==> config.mk <==
export PLATFORM = sky130hd
export DESIGN_NAME = dynamic_voltage_code_stepper
export DESIGN_NICKNAME = d
export VERILOG_FILES = /design/src/common/dvid_pkg.sv /design/src/core/code_sampler.sv /design/src/core/dynamic_voltage_code_stepper.sv
export VERILOG_INCLUDE_DIRS = /design/src /design/src/common
export SDC_FILE = /design/constraint.sdc
export NUM_CORES = 1
export LEC_CHECK = 0
export BUFFER_PORTS_ARGS = -buffer_cell sky130_fd_sc_hd__buf_2
export CAP_MARGIN = 20
export CORE_AREA = 2 2 105 107
export DETAILED_ROUTE_END_ITERATION = 7
export DIE_AREA = 0 0 107 109
export PLACE_DENSITY_LB_ADDON = 0.12
export RECOVER_POWER = 50
export SETUP_SLACK_MARGIN = 0.3
export SLEW_MARGIN = 25
export SYNTH_ARGS = -nofsm -noshare
export SYNTH_HDL_FRONTEND = slang
export SYNTH_SLANG_ARGS = --single-unit
==> constraint.sdc <==
create_clock -name clk_sys_i -period 5.7 [get_ports clk_sys_i]
set_input_delay 1.425 -clock clk_sys_i [delete_from_list [all_inputs] [get_ports clk_sys_i]]
set_output_delay 1.425 -clock clk_sys_i [all_outputs]
set_load 0.005 [all_outputs]
==> src/common/dvid_defs.svh <==
// Constants for the voltage-code stepper: timing, code widths, reference steps
// Assumes a single system clock; included by bare name
`ifndef DVID_DEFS_SVH
`define DVID_DEFS_SVH
`define SAMPLES_PER_CYCLE 6
`define VALID_READS 3
`define CODE_W 6
`define REF_W 16
`define FINE_STEP_UV 12500
`define COARSE_STEP_UV 25000
`define REF_UNIT_UV 12500
`define FINE_BASE_UNITS 67
`define FINE_WRAP_CODE 6'h15
`define FINE_HIGH_UNITS 149
`define FINE_LOW_UNITS 87
`define HALF_STEP_BASE_UNITS 88
`define COARSE_A_BASE_UNITS 64
`define PHASE_DIV_DEF 96
`define NO_LOAD_FINE_A 6'h3F
`define NO_LOAD_FINE_B 6'h3E
`define NO_LOAD_COARSE 5'h1F
`endif

==> src/common/dvid_pkg.sv <==
// Types for the voltage-code stepper
// Assumes dvid_defs.svh supplies widths
`include "dvid_defs.svh"
`default_nettype none
package dvid_pkg;
	typedef enum logic [1:0] {
		MODE_FINE,
		MODE_COARSE_A,
		MODE_COARSE_B
	} mode_e;
	typedef enum logic [1:0] {
		ST_IDLE,
		ST_WAIT_HALF,
		ST_SLEW
	} slew_e;
	typedef struct packed {
		logic [`REF_W-1:0] ref_units;
		logic no_load;
		logic busy;
	} ref_out_s;
endpackage
`default_nettype wire

==> src/core/code_sampler.sv <==
// Samples and validates the voltage code on sample enables
// Assumes code inputs already synchronised to clk_sys_i
`include "dvid_defs.svh"
`default_nettype none
module code_sampler
	import dvid_pkg::*;
#(
	parameter int READS = `VALID_READS
) (
	input wire logic clk_sys_i,
	input wire logic rst_n_i,
	input wire logic sample_i,
	input wire logic [`CODE_W-1:0] code_i,
	output logic [`CODE_W-1:0] code_o,
	output logic new_o
);
	typedef struct packed {
		logic [`CODE_W-1:0] last;
		logic [`CODE_W-1:0] held;
		logic [3:0] cnt;
		logic newp;
	} st_s;
	st_s s;
	st_s next_s;

	always_comb begin
		next_s = s;
		next_s.newp = 1'b0;
		if (sample_i) begin
			if (code_i != s.last) begin
				next_s.last = code_i;
				next_s.cnt = 4'h1;
			end else if (s.cnt < 4'(READS)) begin
				next_s.cnt = s.cnt + 4'h1;
			end
			// Accept after equal consecutive reads
			if (code_i == s.last && s.cnt == 4'(READS - 1) && code_i != s.held) begin
				next_s.held = code_i;
				next_s.newp = 1'b1;
			end
		end
	end

	always_ff @(posedge clk_sys_i) begin
		if (!rst_n_i) begin
			s <= '0;
		end else begin
			s <= next_s;
		end
	end

	assign code_o = s.held;
	assign new_o = s.newp;
endmodule
`default_nettype wire

==> src/core/dynamic_voltage_code_stepper.sv <==
// Top of the dynamic voltage-code stepper: sampling, validation and reference slew
// Assumes pins asynchronous to clk_sys_i; phase clock derived by divider
`include "dvid_defs.svh"
`default_nettype none
module dynamic_voltage_code_stepper
	import dvid_pkg::*;
#(
	parameter int PHASE_DIV = `PHASE_DIV_DEF
) (
	input wire logic clk_sys_i,
	input wire logic rst_n_i,
	input wire logic [4:0] voltage_code_inputs_i,
	input wire logic half_step_code_bit_i,
	input wire logic fine_step_mode_select_i,
	output logic [`REF_W-1:0] ref_units_o,
	output logic no_load_o,
	output logic busy_o,
	output logic phase_tick_o
);
	// ----------------------------------------
	// Constants
	// ----------------------------------------
	localparam int SAMPLE_DIV = PHASE_DIV / `SAMPLES_PER_CYCLE;
	localparam int HALF_DIV = PHASE_DIV / 2;

	// ----------------------------------------
	// State
	// ----------------------------------------
	typedef struct packed {
		logic [5:0] sync1;
		logic [5:0] sync2;
		logic fine1;
		logic fine2;
		logic [15:0] phase_cnt;
		logic [15:0] samp_cnt;
		logic [15:0] wait_cnt;
		slew_e st;
		logic [`REF_W-1:0] target;
		ref_out_s out;
		logic tick;
	} st_s;
	st_s s;
	st_s next_s;

	logic sample_en;
	logic [`CODE_W-1:0] code_now;
	logic [`CODE_W-1:0] code_held;
	logic code_new;
	mode_e mode;
	logic nl;
	logic [`REF_W-1:0] tgt;

	// ----------------------------------------
	// Mode and code decode
	// ----------------------------------------
	always_comb begin
		if (s.fine2) begin
			mode = MODE_FINE;
		end else if (s.sync2[0]) begin
			mode = MODE_COARSE_A;
		end else begin
			mode = MODE_COARSE_B;
		end
	end

	// Fine mode uses the half-step bit as code LSB
	assign code_now = (mode == MODE_FINE) ? s.sync2 : {1'b0, s.sync2[5:1]};
	assign sample_en = (s.samp_cnt == 16'(SAMPLE_DIV - 1));

	code_sampler #(
		.READS(`VALID_READS)
	) u_sampler (
		.clk_sys_i(clk_sys_i),
		.rst_n_i(rst_n_i),
		.sample_i(sample_en),
		.code_i(code_now),
		.code_o(code_held),
		.new_o(code_new)
	);

	always_comb begin
		nl = 1'b0;
		tgt = '0;
		if (mode == MODE_FINE) begin
			nl = (code_held == `NO_LOAD_FINE_A) || (code_held == `NO_LOAD_FINE_B);
			// Table wraps below the wrap code; voltage falls as code rises
			if (code_held >= `FINE_WRAP_CODE) begin
				tgt = `REF_W'(`FINE_HIGH_UNITS) - `REF_W'(code_held);
			end else begin
				tgt = `REF_W'(`FINE_LOW_UNITS) - `REF_W'(code_held);
			end
		end else if (mode == MODE_COARSE_A) begin
			nl = (code_held[4:0] == `NO_LOAD_COARSE);
			tgt = `REF_W'(`HALF_STEP_BASE_UNITS) + `REF_W'({~code_held[4:0], 1'b0}) - 16'h2;
		end else begin
			nl = (code_held[4:0] == `NO_LOAD_COARSE);
			tgt = `REF_W'(`COARSE_A_BASE_UNITS) + `REF_W'({~code_held[4:0], 1'b0}) - 16'h2;
		end
	end

	// ----------------------------------------
	// Next state
	// ----------------------------------------
	always_comb begin
		next_s = s;
		next_s.sync1 = {voltage_code_inputs_i, half_step_code_bit_i};
		next_s.sync2 = s.sync1;
		next_s.fine1 = fine_step_mode_select_i;
		next_s.fine2 = s.fine1;
		next_s.tick = 1'b0;
		next_s.phase_cnt = (s.phase_cnt == 16'(PHASE_DIV - 1)) ? 16'h0 : s.phase_cnt + 16'h1;
		next_s.samp_cnt = sample_en ? 16'h0 : s.samp_cnt + 16'h1;
		if (s.phase_cnt == 16'(PHASE_DIV - 1)) begin
			next_s.tick = 1'b1;
		end
		if (code_new) begin
			next_s.out.no_load = nl;
			if (!nl) begin
				next_s.target = tgt;
				if (mode == MODE_FINE) begin
					next_s.out.ref_units = tgt;
					next_s.st = ST_IDLE;
				end else begin
					next_s.st = ST_WAIT_HALF;
					next_s.wait_cnt = 16'h0;
				end
			end
		end else begin
			unique case (s.st)
				ST_IDLE: begin
				end
				ST_WAIT_HALF: begin
					next_s.wait_cnt = s.wait_cnt + 16'h1;
					if (s.wait_cnt == 16'(HALF_DIV - 1)) begin
						next_s.st = ST_SLEW;
					end
				end
				ST_SLEW: begin
					if (s.out.ref_units == s.target) begin
						next_s.st = ST_IDLE;
					end else if (s.tick) begin
						// One reference unit is 12.5 mV
						if (s.out.ref_units < s.target) begin
							next_s.out.ref_units = s.out.ref_units + 16'h1;
						end else begin
							next_s.out.ref_units = s.out.ref_units - 16'h1;
						end
					end
				end
			endcase
		end
		next_s.out.busy = (next_s.st != ST_IDLE);
	end

	always_ff @(posedge clk_sys_i) begin
		if (!rst_n_i) begin
			s <= '0;
		end else begin
			s <= next_s;
		end
	end

	assign ref_units_o = s.out.ref_units;
	assign no_load_o = s.out.no_load;
	assign busy_o = s.out.busy;
	assign phase_tick_o = s.tick;
endmodule
`default_nettype wire

Yosys cells after proc, flatten, opt, wreduce, memory -nomap -nowiden
Index checks and enable logic that the tools add are counted.
- flip-flop bits (word level): 116
- input port bits: 9
- output and inout port bits: 19
- add/sub/neg operators: 12
- $lt $le $gt $ge: 3
- equality and inequality tests: 18
- muxes and demuxes: 25
- bitwise gates (word level): 3
- reduce and logical (&&, ||, !) cells: 18
- operators by type and width (operator ; number):
    16-bit two-way mux ; 11
    16-bit by 1-bit adder with 16-bit output (second input constant) ; 4
    50-bit two-way mux ; 1
    18-bit two-way mux ; 1
    8-bit by 2-bit subtractor with 9-bit output (second input constant) ; 2
    7-bit by 6-bit adder with 8-bit output (first input constant) ; 2
    16-bit == test ; 1
    16-bit by 4-bit == test with 1-bit output (second input constant) ; 1
    16-bit by 6-bit == test with 1-bit output (second input constant) ; 1
    16-bit by 7-bit == test with 1-bit output (second input constant) ; 1
    16-bit < comparator ; 1
    16-bit by 1-bit subtractor with 16-bit output (second input constant) ; 1
    6-bit == test (second input constant) ; 2
    6-bit != test ; 2
    2-bit AND reduction ; 5
    2-bit nonzero test ; 5
    8-bit by 6-bit subtractor with 9-bit output (first input constant) ; 1
    2-bit two-way mux ; 4
    4-bit two-way mux ; 2
    7-bit by 6-bit subtractor with 8-bit output (first input constant) ; 1
    6-bit == test ; 1
    6-bit by 5-bit >= comparator with 1-bit output (second input constant) ; 1
    6-bit two-way mux ; 1
    2-bit != test (second input constant) ; 3
    other kinds (17) ; 24

Longest topological paths before layout
- depth after elaboration: 9
- depth in mapped cells: 15
- depth with buffers taken out: 15

Hierarchy
From an unflattened synthesis, not the netlist that was laid out.
- cells, all modules: 708
- area, all modules: 6154.7 µm²
- modules (own cells, without submodules) (module ; instances ; cells each ; area an instance (µm²) ; sequential area each (µm²)):
    dynamic_voltage_code_stepper ; 1 ; 613 ; 5252.5 ; 1821.7
    code_sampler ; 1 ; 95 ; 902.1 ; 340.3

Worst setup path before layout
OpenSTA, ideal clock, no wires.
- kind: register to register
- from: reg s, in the netlist ref_units_o[11]
- to: reg s, in the netlist ref_units_o[15]
- setup time: 121 ps
- arrival time: 3622 ps
- required time: 5579 ps
- setup slack: 1957 ps
- stages on the path, launching flop included: 13
- path buffers: 0
- cells stage by stage: dfxtp_1 > or4_4 > nor3_1 > nor3b_1 > inv_1 > ha_1 > a21oi_1 > nor2b_1 > a311o_1 > a21oi_1 > o21ai_1 > a311oi_1 > mux2_2
- cells in the longest elaborated chain, start to end: 6
- elaborated cells between the ends (all ways): 11
- ends and longest elaborated chain (item ; line ; text):
    start, declared ; dynamic_voltage_code_stepper.sv:42 ; st_s s;
    start signal, assigned ; dynamic_voltage_code_stepper.sv:159 ; s <= next_s;
    16-bit by 1-bit subtractor with 16-bit output, or another cell as far along ; dynamic_voltage_code_stepper.sv:146 ; next_s.out.ref_units = s.out.ref_units - 16'h1;
    16-bit two-way mux ; dynamic_voltage_code_stepper.sv:143 ; if (s.out.ref_units < s.target) begin
    16-bit two-way mux ; dynamic_voltage_code_stepper.sv:141 ; end else if (s.tick) begin
    16-bit two-way mux ; dynamic_voltage_code_stepper.sv:139 ; if (s.out.ref_units == s.target) begin
    16-bit two-way mux ; dynamic_voltage_code_stepper.sv:129 ; unique case (s.st)
    16-bit two-way mux ; dynamic_voltage_code_stepper.sv:116 ; if (code_new) begin
Several ways; a longest one is shown, not always the timed one. The select of a mux whose other input is x is not followed.
A chain may end at the register's enable or synchronous reset.

Worst setup path in the final report
Ends and elaborated chain as after synthesis.

==> results.toml <==
[status]
status = "finished, final reports clean"

[layout]
area_growth_pct = 5.03
register_area_um2 = 2160
drive_above_1_share = 0.108
fin_area_um2 = 6430
fill_cells = 976
mostFrequentLayoutCell = "dfxtp_1"
n_antenna_cell = 0
multi_input_comb_area_um2 = 3630
layout_common_cells = "dfxtp_1 (108), nor2_1 (91), a21oi_1 (46)"
nets = 761

[synth]
syn_area_per_cell_um2 = 8.70
ys.flop_type = "dfxtp_1"
async_reset_ff_frac = 0
ys_warn_count = 0
synth_edf_count = 0
synth_cell_types = 77
synth_cells = 704
netlist_area_um2 = 6120
yosysSeqAreaShare = 0.353
ys_ff_latch = 108
synth_fp_nets = 758

[clock_tree]
cts_hold_buf = 0
cts_tree = "done"
htreeDepth = 3
insertion_delay_ns = 0.38
cts_resized = 0
clkTransAtPathRegs_ns = 0.10
cts_root_buf = "clkbuf_8"
clock_path_buffers = 2
cts_buffers = 9
clock-sinks = 108
cts_setup_buffers = 0

[placement]
port_buffers = 27
place_ws_ns = 1.51
gp_congestion = 0.864
placed_area_um2 = 6230
dp_hpwl_mm = 8.67

[sta]
slew_viol_final = 0
tightest_slew_ns = 1.31
max_freq_mhz = 236
fin_crit_ns = 4.23
skew_ns = 0.00893
rsz0062_at_grt = "false"
fin_setup_tns_ns = 0
setup-violations-final = 0
whs_ns = 0.442
fin_ws_ns = 1.47
relSlewSlack = 0.127
hold_violations = 0
fin_crit_sh = 0.743

[pwr]
p_sw_mw = 0.297
intPower_mw = 1.01
power.density_nw_per_um2 = 203
p_total_mw = 1.31
pwr-share-clk = 0.375
combPwrFrac = 0.036
ir_drop_v = 0.000206
switching_share = 0.227
leakagePower_nw = 2.54
seq_power_share = 0.588

[setup_path]
cp.arrival_ns = 4.52
crit_path_start = "ref_units_o[11]"
worstRegToRegCells = 12
crit_path_end_kind = "register"
crit_path_end = "ref_units_o[15]"
critical_path_class = "reg2reg"
worst-r2r-setup-slack_ns = 1.47
r2r_end = "ref_units_o[15]"
worstSetupStartpointType = "register"
r2r_start = "ref_units_o[11]"
worstPathRequired_ns = 5.98
worstPathMaxFanout = 15

[detailed_routing]
antenna_left = 0
drc = 0
drtPass1Iterations = 4
wl_mm = 12.0
vias_per_cell = 5.59
vias = 4759
drt_iter0_drc = 267
wl_per_cell_um = 14.1

[worst_hold_path]
hold_path_class = "reg2reg"

[floorplanning]
die_y_um = 109
design.core.area_um2 = 10600
num_rows = 38
die_area_um2 = 11700
dieWidth_um = 107
num_io_pins = 28
initial_core_util = 0.578

[global_routing]
grt_util_all_layers = 0.224
grt_max_degree = 38
grt_pass1_wl_mm = 21.0
grt_pass1_vias = 4542
antenna_found_initial = 0
overflow = 0

[job]
maxCapViolCount = 0
-- cells in the mapped netlist, drive strengths merged, types with 11 or more instances --
cell type    n  area [µm²]
inv         29         109
xor2        33         297
a21oi       46         230
clkbuf      18        67.6
nor2        93         364
and3        13        81.3
xnor2       35         314
nor2b       11        68.8
nand4       14         100
ha          44         551
nand3       26         135
and2        16         100
dfxtp      108        2160
buf         20         159
nand2       41         159
o21ai       34         174
-- sequential cells by signal (all words and copies together), names as in the netlist --
name              flops
no_load_o             1
ref_units_o          16
u_sampler.new_o       1
phase_tick_o          1
next_s                7
busy_o                1
u_sampler.s          10
u_sampler.code_o      6
s                    65
-- area by class of cell --
cell class	instances	area share
clock buffer	11	0.0235
clock inverter	5	0.00895
multi-input combinational	529	0.564
tap	140	0.0272
timing repair buffer	30	0.0233
inverter	29	0.0169
sequential	108	0.336
-- cell families (layout without fill, tap and decap cells) --
logic type                 Yosys count  in the layout  synth area share
muxes                               16             16            0.0306
AOI/OAI and AO/OA                  135            135             0.142
DFF                                108            108             0.353
xor gates and xnor gates            68             68            0.0997
adders and majority gates           45             45            0.0932
buffers and inverters               67             75            0.0547
and+or+nand+nor                    265            265             0.227
-- critical path: stages (launching register included) --
cell	delay [ns]
dfxtp_1	0.35
or4_4	0.58
nor3_1	0.16
nor3b_1	0.45
inv_1	0.43
ha_1	0.47
a21oi_1	0.18
nor2b_1	0.06
a311o_1	0.38
a21oi_1	0.25
o21ai_1	0.14
a311oi_1	0.30
mux2_2	0.36
-- power groups by stage --
stage / clock [mW] / combinational, mW / sequential, mW
after global placement: 0 / 0.0475 / 0.785
final: 0.490 / 0.0474 / 0.768
after CTS: 0.507 / 0.0484 / 0.768
after global routing: 0.532 / 0.0534 / 0.769
after detailed placement: 0 / 0.0483 / 0.786
after floorplan: 0 / 0.0387 / 0.784
-- worst min path at each step --
stage	start	to	slack [ns]	depth (start not counted)
6_report	next_s[87]	s[87]	0.44	1
3_5_place_dp	next_s[85]	s[85]	0.42	1
4_1_cts	next_s[87]	s[87]	0.45	1
5_1_grt	next_s[88]	s[88]	0.46	1
3_3_place_gp	next_s[89]	s[89]	0.42	1
2_1_floorplan	next_s[85]	s[85]	0.41	1
-- per-stage QoR --
step / utilization / std cells
floorplan: - / 704
global placement: 0.588 / 836
detailed placement: 0.588 / 836
CTS: 0.607 / 852
global route: 0.607 / 852
finish: 0.607 / 852
-- per-layer routing --
layer,track usage,up-vias,wire [µm]
li1,-,2443,-
met4,0.0844,0,193
met3,0.0323,13,337
met2,0.372,63,5520
met5,0,-,0
met1,0.298,2240,5940
Power figures use the tool's default switching activity.
